--- src/common/nand_host_pkg.sv ---
// Package of NAND host controller constants, types and timing
package nand_host_pkg;

  // ==========================================================================
  // Clock and timing
  localparam int unsigned CLK_MHZ             = 250;
  localparam int unsigned READ_BUSY_US        = 25;   // array_to_register_duration
  localparam int unsigned PROG_BUSY_US        = 700;  // page_program_duration
  localparam int unsigned ERASE_BUSY_MS       = 10;   // block_erase_duration
  localparam int unsigned CACHE_SHORT_US      = 10;   // write_cache_busy_short
  localparam int unsigned CACHE_LONG_US       = 700;  // write_cache_busy_long
  localparam int unsigned READ_CACHE_US       = 25;   // read_cache_busy
  localparam int unsigned COPY_CACHE_US       = 30;   // copy_cache_busy
  localparam int unsigned RESET_ERASE_US      = 500;
  localparam int unsigned OUT_HOLD_FALL_NS    = 5;    // output_hold_after_fall
  localparam int unsigned STROBE_LOW_NS       = 12;
  localparam int unsigned STROBE_HIGH_NS      = 10;   // read_strobe_high_time
  localparam int unsigned READ_ACCESS_NS      = 20;
  localparam int unsigned TURNAROUND_NS       = 60;
  localparam int unsigned BUSY_START_NS       = 100;
  localparam int unsigned CLK_PS              = 1000000 / CLK_MHZ;
  // Least times round up
  localparam int unsigned STROBE_LOW_CYC  = (STROBE_LOW_NS * 1000 + CLK_PS - 1) / CLK_PS;
  localparam int unsigned STROBE_HIGH_CYC = (STROBE_HIGH_NS * 1000 + CLK_PS - 1) / CLK_PS;
  localparam int unsigned READ_ACCESS_CYC = (READ_ACCESS_NS * 1000 + CLK_PS - 1) / CLK_PS + 1;
  localparam int unsigned TURNAROUND_CYC  = (TURNAROUND_NS * 1000 + CLK_PS - 1) / CLK_PS;
  localparam int unsigned BUSY_START_CYC  = (BUSY_START_NS * 1000 + CLK_PS - 1) / CLK_PS;
  // Longest waits: default timeout for busy (block erase worst is 10 ms)
  localparam int unsigned BUSY_TIMEOUT_CYC = ERASE_BUSY_MS * 1000 * CLK_MHZ;
  localparam int unsigned TIMER_W          = 24;

  // ==========================================================================
  // Command codes and status
  localparam logic [7:0] CMD_STATUS     = 8'h70;
  localparam logic [7:0] CMD_RESET      = 8'hFF;
  localparam logic [7:0] CMD_LOAD       = 8'h80;
  localparam logic [7:0] CMD_PROG_FINAL = 8'h10;
  localparam logic [7:0] CMD_CACHE_PROG = 8'h15;
  localparam int unsigned STATUS_READY_BIT = 6;  // status_ready_bit
  localparam int unsigned MAX_PARTIAL_PROG = 4;

  // ==========================================================================
  // Request kinds
  typedef enum logic [2:0] {
    OP_CMD  = 3'h0,
    OP_ADDR = 3'h1,
    OP_WR   = 3'h2,
    OP_RD   = 3'h3,
    OP_WAIT = 3'h4
  } op_e;

  typedef struct packed {
    op_e        op;
    logic [7:0] data;
  } req_s;

  typedef struct packed {
    logic       cle;
    logic       ale;
    logic       ce_n;
    logic       write_strobe_n;
    logic       read_strobe_n;
    logic       wp_n;
    logic [7:0] io_out;
    logic       io_oe;
  } pins_s;

endpackage : nand_host_pkg

--- src/nand_host_ctrl.sv ---
// NAND flash host controller: pin sequencer driven by a byte request stream
// ============================================================================
// ============================================================================
`timescale 1ns/1ps
`default_nettype none
module nand_host_ctrl #(
  parameter int unsigned BUSY_TIMEOUT = nand_host_pkg::BUSY_TIMEOUT_CYC
) (
  input  wire logic                 CLOCK_I,
  input  wire logic                 RESETN_I,
  // Request stream
  input  wire logic                 REQ_VALID_I,
  output var  logic                 REQ_READY_O,
  input  wire nand_host_pkg::req_s  REQ_I,
  // Read data stream
  output var  logic                 RD_VALID_O,
  input  wire logic                 RD_READY_I,
  output var  logic [7:0]           RD_DATA_O,
  // Status
  output var  logic                 TIMEOUT_O,
  output var  logic                 PROG_LIMIT_O,
  input  wire logic                 WRITE_GUARD_N_I,
  // Flash pins
  output var  logic                 CLE_O,
  output var  logic                 ALE_O,
  output var  logic                 CE_N_O,
  output var  logic                 WRITE_STROBE_N_O,
  output var  logic                 READ_STROBE_N_O,
  output var  logic                 WP_N_O,
  output var  logic [7:0]           IO_O,
  output var  logic                 IO_OE_O,
  input  wire logic [7:0]           IO_I,
  input  wire logic                 READY_BUSY_N_I
);

  // ==========================================================================
  // State
  typedef enum logic [5:0] {
    S_IDLE   = 6'b000001,
    S_WLOW   = 6'b000010,
    S_WHIGH  = 6'b000100,
    S_RLOW   = 6'b001000,
    S_RHIGH  = 6'b010000,
    S_BUSY   = 6'b100000
  } state_e;

  typedef struct packed {
    state_e                      st;
    logic [nand_host_pkg::TIMER_W-1:0] tmr;
    logic                        cle;
    logic                        ale;
    logic                        io_oe;
    logic [7:0]                  io;
    logic [7:0]                  rd_byte;
    logic                        rd_push;
    logic                        timeout;
    logic [2:0]                  prog_cnt;
    logic                        prog_limit;
    logic                        need_reset;
  } ctrl_s;

  ctrl_s s_r;
  ctrl_s s_nxt;
  logic  buf_ready;
  logic  hold_for_reset;

  localparam logic [nand_host_pkg::TIMER_W-1:0] T_WLOW  = nand_host_pkg::TIMER_W'(nand_host_pkg::STROBE_LOW_CYC);
  localparam logic [nand_host_pkg::TIMER_W-1:0] T_WHIGH = nand_host_pkg::TIMER_W'(nand_host_pkg::STROBE_HIGH_CYC);
  localparam logic [nand_host_pkg::TIMER_W-1:0] T_RACC  = nand_host_pkg::TIMER_W'(nand_host_pkg::READ_ACCESS_CYC);
  localparam logic [nand_host_pkg::TIMER_W-1:0] T_TURN  = nand_host_pkg::TIMER_W'(nand_host_pkg::TURNAROUND_CYC);
  localparam logic [nand_host_pkg::TIMER_W-1:0] T_WB    = nand_host_pkg::TIMER_W'(nand_host_pkg::BUSY_START_CYC);
  localparam logic [nand_host_pkg::TIMER_W-1:0] T_BUSY  = nand_host_pkg::TIMER_W'(BUSY_TIMEOUT);
  localparam logic [2:0] PROG_MAX = 3'(nand_host_pkg::MAX_PARTIAL_PROG);

  // After a 15h close only status polls, reads, waits and the reset pass
  assign hold_for_reset = s_r.need_reset &&
                          (REQ_I.op == nand_host_pkg::OP_ADDR || REQ_I.op == nand_host_pkg::OP_WR ||
                           (REQ_I.op == nand_host_pkg::OP_CMD && REQ_I.data != nand_host_pkg::CMD_STATUS &&
                            REQ_I.data != nand_host_pkg::CMD_RESET));

  // Requests taken only in idle; reads also need a free buffer slot
  assign REQ_READY_O = (s_r.st == S_IDLE) && !hold_for_reset &&
                       !(REQ_I.op == nand_host_pkg::OP_RD && !buf_ready);

  // ==========================================================================
  // Sequencer
  always_comb begin
    s_nxt         = s_r;
    s_nxt.rd_push = 1'b0;
    if (s_r.tmr != '0) begin
      s_nxt.tmr = s_r.tmr - 1'b1;
    end
    unique case (s_r.st)
      S_IDLE: begin
        s_nxt.cle   = 1'b0;
        s_nxt.ale   = 1'b0;
        if (REQ_VALID_I && REQ_READY_O) begin
          s_nxt.io = REQ_I.data;
          unique case (REQ_I.op)
            nand_host_pkg::OP_CMD: begin
              s_nxt.cle   = 1'b1;
              s_nxt.io_oe = 1'b1;
              s_nxt.st    = S_WLOW;
              s_nxt.tmr   = T_WLOW;
              if (REQ_I.data == nand_host_pkg::CMD_RESET) begin
                s_nxt.need_reset = 1'b0;
                s_nxt.prog_cnt   = '0;
              end
              if (REQ_I.data == nand_host_pkg::CMD_PROG_FINAL ||
                  REQ_I.data == nand_host_pkg::CMD_CACHE_PROG) begin
                if (s_r.prog_cnt == PROG_MAX) begin
                  s_nxt.prog_limit = 1'b1;
                end else begin
                  s_nxt.prog_cnt = s_r.prog_cnt + 3'h1;
                end
              end
              if (REQ_I.data == nand_host_pkg::CMD_CACHE_PROG) begin
                s_nxt.need_reset = 1'b1;
              end
            end
            nand_host_pkg::OP_ADDR: begin
              s_nxt.ale   = 1'b1;
              s_nxt.io_oe = 1'b1;
              s_nxt.st    = S_WLOW;
              s_nxt.tmr   = T_WLOW;
            end
            nand_host_pkg::OP_WR: begin
              s_nxt.io_oe = 1'b1;
              s_nxt.st    = S_WLOW;
              s_nxt.tmr   = T_WLOW;
            end
            nand_host_pkg::OP_RD: begin
              s_nxt.io_oe = 1'b0;
              s_nxt.st    = S_RLOW;
              s_nxt.tmr   = T_RACC;
            end
            nand_host_pkg::OP_WAIT: begin
              s_nxt.io_oe   = 1'b0;
              s_nxt.st      = S_BUSY;
              s_nxt.tmr     = T_BUSY;
              s_nxt.timeout = 1'b0;
            end
            default: begin
              s_nxt.st = S_IDLE;
            end
          endcase
        end
      end
      S_WLOW: begin
        if (s_r.tmr == '0) begin
          s_nxt.st  = S_WHIGH;
          s_nxt.tmr = (s_r.cle || s_r.ale) ? T_WB : T_WHIGH;
        end
      end
      S_WHIGH: begin
        if (s_r.tmr == '0) begin
          s_nxt.io_oe = 1'b0;
          s_nxt.cle   = 1'b0;
          s_nxt.ale   = 1'b0;
          s_nxt.st    = S_IDLE;
        end
      end
      S_RLOW: begin
        if (s_r.tmr == '0) begin
          s_nxt.rd_byte = IO_I;
          s_nxt.rd_push = 1'b1;
          s_nxt.st      = S_RHIGH;
          s_nxt.tmr     = T_TURN;
        end
      end
      S_RHIGH: begin
        // Long high phase lets outputs turn off before any write drives the bus
        if (s_r.tmr == '0) begin
          s_nxt.st = S_IDLE;
        end
      end
      S_BUSY: begin
        if (READY_BUSY_N_I) begin
          s_nxt.st = S_IDLE;
        end else if (s_r.tmr == '0) begin
          s_nxt.timeout = 1'b1;
          s_nxt.st      = S_IDLE;
        end
      end
      default: begin
        s_nxt.st = S_IDLE;
      end
    endcase
  end

  always_ff @(posedge CLOCK_I or negedge RESETN_I) begin
    if (!RESETN_I) begin
      s_r    <= '0;
      s_r.st <= S_IDLE;
    end else begin
      s_r <= s_nxt;
    end
  end

  // ==========================================================================
  // Read data buffer
  nand_skid_buf #(
    .WIDTH(8)
  ) u_rd_buf (
    .clk_i       (CLOCK_I),
    .rst_n_i     (RESETN_I),
    .in_valid_i  (s_r.rd_push),
    .in_ready_o  (buf_ready),
    .in_data_i   (s_r.rd_byte),
    .out_valid_o (RD_VALID_O),
    .out_ready_i (RD_READY_I),
    .out_data_o  (RD_DATA_O)
  );

  // ==========================================================================
  // Pins
  assign CLE_O            = s_r.cle;
  assign ALE_O            = s_r.ale;
  assign CE_N_O           = 1'b0;
  assign WRITE_STROBE_N_O = (s_r.st != S_WLOW);
  assign READ_STROBE_N_O  = (s_r.st != S_RLOW);
  assign WP_N_O           = WRITE_GUARD_N_I;
  assign IO_O             = s_r.io;
  assign IO_OE_O          = s_r.io_oe;
  assign TIMEOUT_O        = s_r.timeout;
  assign PROG_LIMIT_O     = s_r.prog_limit;

endmodule : nand_host_ctrl
`default_nettype wire

--- src/nand_skid_buf.sv ---
// Two-entry valid/ready buffer for read data
`timescale 1ns/1ps
`default_nettype none
module nand_skid_buf #(
  parameter int unsigned WIDTH = 8
) (
  input  wire logic             clk_i,
  input  wire logic             rst_n_i,
  input  wire logic             in_valid_i,
  output var  logic             in_ready_o,
  input  wire logic [WIDTH-1:0] in_data_i,
  output var  logic             out_valid_o,
  input  wire logic             out_ready_i,
  output var  logic [WIDTH-1:0] out_data_o
);

  typedef struct packed {
    logic [1:0][WIDTH-1:0] mem;
    logic                  rd;
    logic                  wr;
    logic [1:0]            cnt;
  } state_s;

  state_s st_r;
  state_s st_nxt;
  logic   push;
  logic   pop;

  assign in_ready_o  = (st_r.cnt != 2'h2);
  assign out_valid_o = (st_r.cnt != 2'h0);
  assign out_data_o  = st_r.mem[st_r.rd];
  assign push        = in_valid_i && in_ready_o;
  assign pop         = out_valid_o && out_ready_i;

  always_comb begin
    st_nxt = st_r;
    if (push) begin
      st_nxt.mem[st_r.wr] = in_data_i;
      st_nxt.wr           = ~st_r.wr;
    end
    if (pop) begin
      st_nxt.rd = ~st_r.rd;
    end
    st_nxt.cnt = st_r.cnt + {1'b0, push} - {1'b0, pop};
  end

  always_ff @(posedge clk_i or negedge rst_n_i) begin
    if (!rst_n_i) begin
      st_r <= '0;
    end else begin
      st_r <= st_nxt;
    end
  end

endmodule : nand_skid_buf
`default_nettype wire

--- config.mk ---
export PLATFORM = sky130hd
export DESIGN_NAME = nand_host_ctrl
export DESIGN_NICKNAME = d
export VERILOG_FILES = /design/src/common/nand_host_pkg.sv /design/src/nand_host_ctrl.sv /design/src/nand_skid_buf.sv
export SDC_FILE = /design/constraint.sdc
export NUM_CORES = 1
export LEC_CHECK = 0
export ABC_AREA = 1
export BUFFER_PORTS_ARGS = -buffer_cell sky130_fd_sc_hd__buf_2
export CORE_ASPECT_RATIO = 0.8
export CORE_UTILIZATION = 59
export CTS_CLUSTER_DIAMETER = 60
export DETAILED_ROUTE_END_ITERATION = 6
export GPL_ROUTABILITY_DRIVEN = 0
export PLACE_DENSITY = 0.8
export SYNTH_ARGS = -nofsm -noshare
export SYNTH_HDL_FRONTEND = slang
export SYNTH_HIERARCHICAL = 1
export SYNTH_SLANG_ARGS = --single-unit
--- constraint.sdc ---
create_clock -name CLOCK_I -period 2.2 [get_ports CLOCK_I]
set_input_delay 0.22 -clock CLOCK_I [delete_from_list [all_inputs] [get_ports CLOCK_I]]
set_output_delay 0.22 -clock CLOCK_I [all_outputs]
set_load 0.005 [all_outputs]
==> flow_summary_export.csv <==
group,metric,value,unit
status,status,"completed",
layout,syn_to_final_growth,11.5,%
pwr,p_sw_frac,0.432,
cts,clk_path_buf_depth,2,
worst_setup_path,cp-startpoint,"s_r[34]",
pwr,switchingPower,2.29,mW
layout,fillerInstances,655,
detailed_routing,vias,4377,
layout,antennaDiodeCount,0,
detailed_routing,wire_per_inst,13.9,um
pwr,power_leakage,2.75,nW
sta,hold_slack,0.0476,ns
global_route,antenna_found_initial,0,
flow_run,maxCapViolations,0,
layout,final_common_cell,"nand2_1",
sta,fin_tns_setup,0,ns
sta,skew,0.0138,ns
cts,cts_max_level,3,
floorplan,ios,52,
worst_setup_path,start_kind,"register",
cts,cts_sinks,76,
floorplan,die_h,81.2,um
synth,avgSynthCellArea,7.33,um2
detailed_routing,route.detailed.drc,0,
sta,report.final.slew_viol_count,0,
detailed_routing,first_pass_iters,5,
detailed_routing,antenna_left,0,
detailed_routing,vias_per_cell,5.56,
pwr,p_comb_frac,0.420,
worst_setup_path,crit_path_end_kind,"register",
sta,period_share,0.913,
global_route,overflow,0,
synth,syn_area,4620,um2
worst_setup_path,required,2.44,ns
synth,synthesis.nets,661,
layout,drive_gt1_frac,0.164,
pwr,p_total,5.30,mW
floorplan,chipWidth,101,um
floorplan,core_area,7500,um2
pwr,p_seq_frac,0.370,
synth,yosys_register_bits,76,
synth,synthCells,630,
cts,path_clk_slew,0.09,ns
worst_setup_path,endpoint,"s_r[26]",
cts,cts_tree,"built",
cts,cts_root_buffer,"clkbuf_8",
placed_design,dpl_cell_area,4920,um2
detailed_routing,routed_wl,10.9,mm
floorplan,die-area,8190,um2
placed_design,numPortBuffers,48,
pwr,peakVddDrop,0.480,mV
placed_design,dp.cells,770,
global_route,grt_max_degree,41,
floorplan,rows,28,
layout,multi_input_area,2310,um2
pwr,internal_power,3.01,mW
sta,fmax,0.498,GHz
layout,mostFrequentLayoutCells,"nand2_1, dfrtp_1, nor2_1",
layout,final_nets,708,
cts,insertion_delay,0.36,ns
placed_design,place_hpwl,8.23,mm
synth,seq_area_frac_synth,0.412,
floorplan,start_util,0.616,
layout,layout.cells.non_filler,787,
sta,fin_crit,2.01,ns
worst_setup_path,cp_max_fo,4,
sta,finalSetupViolCount,0,
synth,yosys_warnings,6,
worst_setup_path,reg2reg_from,"s_r[34]",
worst_setup_path,worstPathArrival,2.25,ns
sta,rsz0062_at_grt,"no",
global_route,grtUsageTotal,0.287,
detailed_routing,drtIter0Drc,492,
cts,cts_setup_buffers,0,
pwr,p_clk_frac,0.210,
min_path,min_path_type,"in2reg",
sta,finalHoldViolCount,0,
worst_setup_path,reg2regPathDepth,9,
worst_setup_path,r2r_setup_slack,0.19,ns
global_route,grt_pass1_wl,18.3,mm
layout,stdcell_area,5150,um2
cts,numCtsBuffers,9,
synth,synth_cell_types,43,
pwr,pwr_density_cell,1030,nW/um2
global_route,grt_pass1_vias,3937,
worst_setup_path,regToRegEndpoint,"s_r[26]",
worst_setup_path,crit_type,"reg2reg",
layout,seq_area,1900,um2
-- power by group through the flow --
stage	Clock [mW]	Combinational [mW]	Sequential, mW
floorplan	0	1.73	1.87
global placement	0	2.07	1.96
detailed placement	0	2.14	1.97
CTS	1.14	2.16	1.95
global route	1.19	2.49	1.99
finish	1.12	2.22	1.96
-- routing by layer --
metal | track usage | part of all wire
met5 | 0 | 0
met4 | 0.0754 | 0.016
met3 | 0.0585 | 0.086
met2 | 0.445 | 0.44
met1 | 0.412 | 0.46
-- registers in the layout (all words and copies together), names as in the netlist --
signal,cells
ALE_O,1
IO_O,8
u_rd_buf/st_r,20
IO_OE_O,1
PROG_LIMIT_O,1
CLE_O,1
TIMEOUT_O,1
s_r,43
-- how the worst min path moves through the flow --
stage	slack, ns	from	depth (start not counted)	to
after floorplan	-0.08	RESETN_I	0	ALE_O
after global placement	0.21	RESETN_I	1	s_r[46]
after detailed placement	0.22	RESETN_I	1	s_r[46]
after CTS	0.04	IO_I[4]	3	s_r[11]
after global routing	0.05	IO_I[6]	3	s_r[13]
final	0.05	IO_I[4]	3	s_r[11]
-- cell usage after synthesis (all sizes together) --
library cell / number / area share
a21oi: 29 / 0.032
dfstp: 1 / 0.0057
nand3: 46 / 0.057
o22ai: 3 / 0.0041
dfrtp: 75 / 0.41
o41ai: 1 / 0.0019
xor2: 7 / 0.013
ha: 6 / 0.016
nor3: 3 / 0.0043
o2bb2ai: 1 / 0.0019
xnor2: 2 / 0.0038
o211ai: 1 / 0.0016
nand2: 221 / 0.18
o21a: 3 / 0.0049
or2: 4 / 0.0054
o31ai: 2 / 0.0032
o21ai: 22 / 0.024
nor2: 66 / 0.066
clkinv: 2 / 0.0019
inv: 60 / 0.049
nor4: 1 / 0.0014
o21bai: 3 / 0.0049
a21boi: 1 / 0.0016
clkbuf: 2 / 0.0016
nand3b: 9 / 0.015
nand4: 34 / 0.053
buf: 24 / 0.039
conb: 1 / 0.00081
-- metrics by stage --
stage	setup slack, ns	utilization
final	0.192	0.687
after global routing	0.0461	0.687
after CTS	0.0712	0.685
after detailed placement	0.0781	0.656
after global placement	0.216	0.656
after floorplan	0.262	-
-- critical path, cell delays in order, from the launching register on --
cell and delay, ns:
dfrtp_1 0.45, nor2_1 0.19, nand2_1 0.13, nor2_2 0.20, nand4_2 0.15, ha_1 0.33
o21bai_1 0.16, nand4_1 0.11, nand3_1 0.09, nand3_1 0.07
-- logic make-up (layout without fill, tap and decap cells) --
group / count (synthesis) / count (layout) / synth area share
AOI/OAI and AO/OA: 66 / 66 / 0.0802
xor gates and xnor gates: 9 / 9 / 0.0171
adders and majority gates: 6 / 6 / 0.0162
buffers and inverters: 88 / 140 / 0.0913
DFF: 76 / 76 / 0.412
other: 1 / 1 / 0.000812
and+or+nand+nor: 384 / 384 / 0.383
-- area by class of cell --
| type | count | area share |
|---|---|---|
| Clock buffer | 9 | 0.0240 |
| Clock inverter | 7 | 0.0160 |
| Inverter | 62 | 0.0454 |
| Multi-Input combinational cell | 466 | 0.449 |
| Sequential cell | 76 | 0.369 |
| Tap cell | 105 | 0.0255 |
| Timing Repair Buffer | 62 | 0.0704 |
-- repair_timing --
action | 4_1_cts | 5_1_grt
resized for setup | 0 | 4
endpoints found under the hold margin | 36 | 0
endpoints found under the setup margin | 0 | 23
hold buffers | 1 | 0
No activity file was read; power rests on OpenSTA's default activity.
